File: src/core/gain_loader_defines.svh
`ifndef GAIN_LOADER_DEFINES_SVH
`define GAIN_LOADER_DEFINES_SVH

// width of the gain word
`define GAIN_WIDTH 8
// gain code after reset: lowest gain
`define GAIN_RESET 8'h00
// shift count after a complete word
`define GAIN_COUNT_FULL 4'h8
// shift count at the start of a word
`define COUNT_EMPTY 4'h0
// synchroniser reset: every pin but the serial clock (reset high) at its idle level (sleep off, transmit off)
`define SYNC_RESET 5'h17
// synchroniser bit positions of the pins
`define PIN_SCLK 0
`define PIN_SERIAL_GAIN_IN 1
`define PIN_WINDOW 2
`define PIN_TX 3
`define PIN_SLEEP 4

`endif

File: src/core/gain_loader_pkg.sv
package gain_loader_pkg;

    // operating mode shown to the analog side
    typedef enum logic [1:0] {MODE_SLEEP, MODE_TX_OFF, MODE_TX_ON} drive_mode_t;

endpackage

File: src/core/serial_gain_word_loader.sv
`timescale 1ns/1ps
`include "gain_loader_defines.svh"

// How it works
// - eight-bit word, one bit per clock, MSB first
// - rising edge captures master, falling edge moves slave
// - transmit input low disables, high enables
// - sleep input low sleeps, high normal
// - load window rise copies word, blocks shifting
// - load window fall holds gain, opens shifting
// - clock edges ignored until load window falls
// - each gain code bit adds coarse step
module serial_gain_word_loader
(
    input wire logic clk, // system clock, 125 MHz
    input wire logic rst_b, // asynchronous reset, active low
    input wire logic serial_clk, // serial clock from host
    input wire logic serial_gain_in, // serial gain data from host
    input wire logic load_window_n, // load window, active low
    input wire logic transmit_on, // transmit enable level
    input wire logic sleep_n, // sleep request, active low
    output logic [7:0] gain_code, // gain code applied to attenuator core
    output logic tx_enabled, // transmission enabled
    output logic sleep_active, // low power sleep in effect
    output gain_loader_pkg::drive_mode_t drive_mode // combined drive mode
);

    // first and second synchroniser stages for the pins
    logic [4:0] sync1_reg;
    logic [4:0] sync2_reg;
    // previous synchronised serial clock and load window
    logic sclk_prev_reg;
    logic win_prev_reg;
    // shift register stages
    logic [7:0] master_reg; // shift chain, advanced on rising edges
    logic [7:0] slave_reg; // copy taken on falling edges
    // shifting allowed only inside an open window
    logic shift_open_reg;
    // bits shifted in the current window, held at eight once a full word is in
    logic [3:0] count_reg;

    // synchronised views
    logic sclk_s;
    logic serial_gain_in_s;
    logic win_s;
    logic sclk_rise;
    logic sclk_fall;
    logic win_rise;
    logic win_fall;

    // pin views come from the second stage only; edges compare against last cycle
    assign sclk_s = sync2_reg[`PIN_SCLK];
    assign serial_gain_in_s = sync2_reg[`PIN_SERIAL_GAIN_IN];
    assign win_s = sync2_reg[`PIN_WINDOW];
    assign sclk_rise = sclk_s && !sclk_prev_reg;
    assign sclk_fall = !sclk_s && sclk_prev_reg;
    assign win_rise = win_s && !win_prev_reg;
    assign win_fall = !win_s && win_prev_reg;

    // two-stage synchroniser for every pin input
    always_ff @(posedge clk or negedge rst_b)
    begin
        if (!rst_b)
        begin
            sync1_reg <= `SYNC_RESET; // idle levels, so no false sleep after reset
            sync2_reg <= `SYNC_RESET;
        end
        else
        begin
            sync1_reg <= {sleep_n, transmit_on, load_window_n, serial_gain_in, serial_clk};
            sync2_reg <= sync1_reg;
        end
    end

    // edge history
    always_ff @(posedge clk or negedge rst_b)
    begin
        if (!rst_b)
        begin
            sclk_prev_reg <= 1'h0;
            win_prev_reg <= 1'h1;
        end
        else
        begin
            sclk_prev_reg <= sclk_s;
            win_prev_reg <= win_s;
        end
    end

    // window gate: opened by a fall, closed by a rise
    always_ff @(posedge clk or negedge rst_b)
    begin
        if (!rst_b)
            shift_open_reg <= 1'h0; // closed until first fall
        else if (win_fall)
            shift_open_reg <= 1'h1;
        else if (win_rise)
            shift_open_reg <= 1'h0;
    end

    // master stage: capture data on rising serial clock, MSB first
    always_ff @(posedge clk or negedge rst_b)
    begin
        if (!rst_b)
        begin
            master_reg <= `GAIN_RESET;
            count_reg <= `COUNT_EMPTY;
        end
        else if (win_fall)
            count_reg <= `COUNT_EMPTY; // new word begins
        else if (shift_open_reg && sclk_rise)
        begin
            // earlier bits move toward bit 7
            master_reg <= {slave_reg[6:0], serial_gain_in_s};
            if (count_reg != `GAIN_COUNT_FULL)
                count_reg <= count_reg + 4'h1;
        end
    end

    // slave stage: follow the master on falling serial clock
    always_ff @(posedge clk or negedge rst_b)
    begin
        if (!rst_b)
            slave_reg <= `GAIN_RESET;
        else if (shift_open_reg && sclk_fall)
            slave_reg <= master_reg;
    end

    // gain latch: load on window rise, hold otherwise
    always_ff @(posedge clk or negedge rst_b)
    begin
        if (!rst_b)
            gain_code <= `GAIN_RESET; // lowest gain
        else if (win_rise && shift_open_reg)
            gain_code <= master_reg; // each set bit adds a step
    end

    // mode outputs from synchronised levels
    always_ff @(posedge clk or negedge rst_b)
    begin
        if (!rst_b)
        begin
            tx_enabled <= 1'h0;
            sleep_active <= 1'h0;
            drive_mode <= gain_loader_pkg::MODE_TX_OFF;
        end
        else
        begin
            tx_enabled <= sync2_reg[`PIN_TX];
            sleep_active <= !sync2_reg[`PIN_SLEEP];
            // sleep outranks transmit in the combined mode
            if (!sync2_reg[`PIN_SLEEP])
                drive_mode <= gain_loader_pkg::MODE_SLEEP;
            else if (sync2_reg[`PIN_TX])
                drive_mode <= gain_loader_pkg::MODE_TX_ON;
            else
                drive_mode <= gain_loader_pkg::MODE_TX_OFF;
        end
    end

    // gain only changes on a window rise
    gain_hold_a: assert property (@(posedge clk) disable iff (!rst_b)
        !$past(win_rise) |-> $stable(gain_code))
        else $error("gain changed outside load");
    // the shifted word reaches the core on the rise
    gain_load_a: assert property (@(posedge clk) disable iff (!rst_b)
        (win_rise && shift_open_reg) |=> gain_code == $past(master_reg))
        else $error("gain not loaded on window rise");
    // a closed window freezes the shift chain
    shift_block_a: assert property (@(posedge clk) disable iff (!rst_b)
        !shift_open_reg |=> $stable(master_reg))
        else $error("shift while window closed");
    // new bit enters at bit 0, older bits move up toward the msb
    shift_msb_a: assert property (@(posedge clk) disable iff (!rst_b)
        (shift_open_reg && sclk_rise && !win_fall)
        |=> master_reg[0] == $past(serial_gain_in_s) && master_reg[7:1] == $past(slave_reg[6:0]))
        else $error("bad shift");
    // slave copies the master on a falling serial clock
    slave_follow_a: assert property (@(posedge clk) disable iff (!rst_b)
        (shift_open_reg && sclk_fall) |=> slave_reg == $past(master_reg))
        else $error("slave not updated");
    // transmit level shows after the synchroniser delay
    tx_level_a: assert property (@(posedge clk) disable iff (!rst_b)
        transmit_on [*4] |-> ##1 tx_enabled)
        else $error("transmit not enabled");
    tx_off_a: assert property (@(posedge clk) disable iff (!rst_b)
        !transmit_on [*4] |-> ##1 !tx_enabled)
        else $error("transmit not disabled");
    // sleep level shows after the synchroniser delay
    sleep_level_a: assert property (@(posedge clk) disable iff (!rst_b)
        !sleep_n [*4] |-> ##1 sleep_active)
        else $error("sleep not entered");
    sleep_exit_a: assert property (@(posedge clk) disable iff (!rst_b)
        sleep_n [*4] |-> ##1 !sleep_active)
        else $error("sleep not left");
    // window rise closes shifting, window fall opens it
    window_close_a: assert property (@(posedge clk) disable iff (!rst_b)
        win_rise |=> !shift_open_reg)
        else $error("window stayed open");
    window_open_a: assert property (@(posedge clk) disable iff (!rst_b)
        win_fall |=> shift_open_reg)
        else $error("window did not open");
    // opening a window keeps the old gain
    gain_keep_a: assert property (@(posedge clk) disable iff (!rst_b)
        win_fall |=> $stable(gain_code))
        else $error("gain changed as window opened");

    // a full word loaded into the core
    load_seen_c: cover property (@(posedge clk) disable iff (!rst_b)
        win_rise && shift_open_reg && count_reg == `GAIN_COUNT_FULL);
    // a bit shifted inside an open window
    shift_seen_c: cover property (@(posedge clk) disable iff (!rst_b)
        shift_open_reg && sclk_rise);
    // serial clock ignored while the window is closed
    ignored_clk_c: cover property (@(posedge clk) disable iff (!rst_b)
        !shift_open_reg && sclk_rise);
    // sleep shown on the combined mode
    sleep_seen_c: cover property (@(posedge clk) disable iff (!rst_b)
        drive_mode == gain_loader_pkg::MODE_SLEEP);
    // transmit on with a gain above the lowest
    tx_gain_seen_c: cover property (@(posedge clk) disable iff (!rst_b)
        drive_mode == gain_loader_pkg::MODE_TX_ON && gain_code != `GAIN_RESET);

endmodule

File: config.mk
export PLATFORM = sky130hd
export DESIGN_NAME = serial_gain_word_loader
export DESIGN_NICKNAME = d
export VERILOG_FILES = /design/src/core/gain_loader_pkg.sv /design/src/core/serial_gain_word_loader.sv
export VERILOG_INCLUDE_DIRS = /design/src /design/src/core
export SDC_FILE = /design/constraint.sdc
export NUM_CORES = 1
export LEC_CHECK = 0
export ABC_AREA = 1
export BUFFER_PORTS_ARGS = -buffer_cell sky130_fd_sc_hd__clkbuf_2
export CAP_MARGIN = 20
export CORE_ASPECT_RATIO = 1.4
export CORE_MARGIN = 2
export CORE_UTILIZATION = 59
export DETAILED_ROUTE_END_ITERATION = 7
export GPL_TIMING_DRIVEN = 0
export PLACE_DENSITY = 0.9
export SYNTH_ARGS = -nofsm -noshare
export SYNTH_HDL_FRONTEND = slang
export SYNTH_SLANG_ARGS = --single-unit
File: constraint.sdc
create_clock -name clk -period 4.57 [get_ports clk]
set_clock_uncertainty 0.15 [all_clocks]
set_input_delay 0.2285 -clock clk [delete_from_list [all_inputs] [get_ports clk]]
set_output_delay 0.2285 -clock clk [all_outputs]
set_load 0.03 [all_outputs]
==> metrics.md <==
| Metric | Value |
|---|---|
| Status | finished, final reports clean |
| Fin. max-slew vios | 0 |
| Vias in the first global route | roughly 1000 |
| Int Pwr | ~530 uW |
| WP data arrival | 1.63 ns |
| RSZ-0062 raised after global routing | no |
| Die height | 63.2 um |
| Tot GR Track Use | around 20% |
| Worst slew pin tran | about 0.90 ns |
| Reg power frac | approximately 57% |
| Final net count | around 170 |
| Worst-skew pair later-pin latency | 0.35 ns |
| Setup TNS | 0 ns |
| Combinational cell fraction of total power | a little under an eighth |
| Setup WS post-layout | 3.02 ns |
| Synth-to-Final Area Change | 18.2% |
| Hold Violations, Final | 0 |
| Final Critical Period | roughly 1.5 ns |
| Post-synthesis sequential area ratio | between 60% and 70% |
| Post-Place Setup Slack | between 3 and 4 ns |
| Die width | about 46 um |
| CP startpoint kind | flip-flop |
| Fmax | between 600 and 700 MHz |
| Routed WL per cell | between 10 and 15 um |
| Pwr/cell area | 401 mW/mm^2 |
| H-tree levels | 2 |
| Cell mode on critical path | nand2_1 |
| Vias per cell | between 5 and 6 |
| CTS resizes | 0 |
| Worst hold margin | slightly above 0.2 ns |
| Syn Area/Cell | around 11 um^2 |
| Hold Path Class | reg2reg |
| Layout cells sized above 1 | 27.6% |
| Largest net degree at the start of global routing | 41 |
| Post-route clock period utilization | between 30% and 40% |
| Clk network pwr share | between 30% and 40% |
| Slowest CP cell | dfstp_2 |
| Register area | 0.00101 mm^2 |
| Dpl cells | around 180 |
| CTS tree | done |
| Synth Instances | approximately 130 |
| Max VDD drop | 0.000294 V |
| Antenna Cells | 0 |
| Post-DP HPWL | approximately 1.6 mm |
| Number of cell rows | 21 |
| Num CTS Buffers | 5 |
| DR iter-0 viols | between 70 and 80 |
| Multi-input logic area | between 300 and 400 um^2 |
| I/O pin cnt | 19 |
| Leakage | 0.954 nW |
| ANT nets after route | 0 |
| Crit Path Class | reg2reg |
| Initial antenna violation count | 0 |
| CTS max path bufs | 2 |
| DRT Pass-1 Iters | 4 |
| Crit path cell chain | inv_1, ha_1, nor2_8, nand2_4, nand2_1, nand2_1 |
| Sw Pwr | 175 uW |
| Switching share of power | between 20% and 30% |
| CTS clk-pin slew, worst paths | around 0.11 ns |
| Starting Density | between 60% and 70% |
| Crit path required time | ~4.7 ns |
| Routability Congestion | between 0.7 and 0.8 |
| GR Overflow Total | 0 |
| Clock Sinks | 40 |
| Syn_nets | 140 |
| Area of the die | 0.00293 mm^2 |
| Core region area | around 0.0024 mm^2 |
| Clk root buf | clkbuf_4 |
| Final Non-Filler Cells | 197 |
| Yosys cell types | 16 |
| DRC Markers | 0 |
| CP max FO | 9 |
| Synthesized flop and latch total | 40 |
| Finish-stage setup viols | 0 |
| Final WL | between 2 and 2.5 mm |
| CP peak stage delay | approximately 0.57 ns |
| MaxCap Viol Count | 0 |
| Synthesized cell area | between 0.001 and 0.0015 mm^2 |
| Warnings from Yosys | 0 |
| IO Port Bufs | 18 |
| First-pass GRT wire length | just over 4 mm |
| Setup crit end kind | flip-flop |
| FILL cells | between 150 and 200 |
| Worst relative slew slack | 40.0% |
| Vias | roughly 1000 |
## cells in the mapped netlist
library cell	number	share of area, %
inv_2	1	0.25
nand2_4	2	1.5
nand3_1	16	5.4
buf_6	3	2.3
nor2_1	1	0.25
nand2_1	49	12
nand3_2	1	0.68
inv_1	5	1.3
dfrtp_1	30	51
buf_2	1	0.34
dfstp_2	10	18
nor2_8	1	1.4
ha_1	2	1.7
o21ai_0	1	0.34
inv_6	1	0.59
nand4_1	7	3.0
## path summary, 6_finish.rpt
| check | start | to | slack, ns | depth (start not counted) |
|---|---|---|---|---|
| max | sync2_reg[2] | master_reg[4] | 3.02 | 6 |
| min | sync1_reg[4] | sync2_reg[4] | 0.20 | 0 |
| max reg2reg | sync2_reg[2] | master_reg[4] | 3.02 | 6 |
| min reg2reg | sync1_reg[4] | sync2_reg[4] | 0.20 | 0 |
| max in group asynchronous | rst_b | slave_reg[5] | 3.32 | 2 |
| min in group asynchronous | rst_b | sync2_reg[3] | 0.38 | 2 |
## routing by layer
| layer | share of wire, % | vias to the layer above | track usage, % |
|---|---|---|---|
| met1 | 39 | 490 | 21.4 |
| met4 | 1.8 | 0 | 8.21 |
| met3 | 4.8 | 7 | 6.88 |
| li1 | - | 480 | - |
| met5 | 0 | - | 0 |
| met2 | 55 | 36 | 33.2 |
## layout make-up
class                      count  share of cell area (%)
sequential                    40                    58.0
inverter                       7                    1.79
tap                           34                    2.44
clock inverter                 2                    2.01
timing repair buffer          24                    8.60
buffer                         4                    2.22
clock buffer                   6                    2.36
multi-input combinational     80                    22.6
## per-stage QoR
| step | power, mW | area (um^2) | util (%) |
|---|---|---|---|
| 5_1_grt | 0.731 | 1750 | 73.1 |
| 3_5_place_dp | 0.484 | 1610 | 67.3 |
| 4_1_cts | 0.706 | 1750 | 73.1 |
| 3_3_place_gp | 0.478 | 1610 | 67.3 |
| 2_1_floorplan | 0.456 | 1480 | - |
| 6_report | 0.701 | 1750 | 73.1 |
## critical path: cells and delay by family (launching register included)
family / cells / cell delay, ns
simple gates: 4 / 0.42
fa+ha+maj: 1 / 0.26
buf+inv: 1 / 0.05
flops: 1 / 0.57
## what timing repair did
item,4_1_cts,5_1_grt
hold buffers,6,0
buffers inserted,0,0
setup endpoints to repair,0,0
hold endpoints to repair,35,0
## placed cells by master (no fill, tap or decap), drive strengths merged
cell	n
buf	4
bufinv	1
clkbuf	24
clkinv	1
dfrtp	30
dfstp	10
dlygate4sd3	6
ha	2
inv	7
nand2	51
nand3	17
nand4	7
nor2	2
o21ai	1
## power groups by stage
stage          Clock, mW  Combinational [mW]  Sequential, mW
2_1_floorplan          0              0.0375           0.418
3_3_place_gp           0              0.0743           0.404
3_5_place_dp           0              0.0776           0.406
4_1_cts            0.224              0.0819           0.400
5_1_grt            0.238              0.0903           0.403
6_report           0.220              0.0807           0.400
## kinds of logic (layout without fill, tap and decap cells)
group                      after synthesis  after routing  synth area share, %
and+or+nand+nor                         77             77                 24.6
DFF                                     40             40                 68.6
buffers and inverters                   11             43                 4.74
adders and majority gates                2              2                 1.69
AOI/OAI and AO/OA                        1              1                0.338
Note: power is estimated with default switching activity, not from simulation.
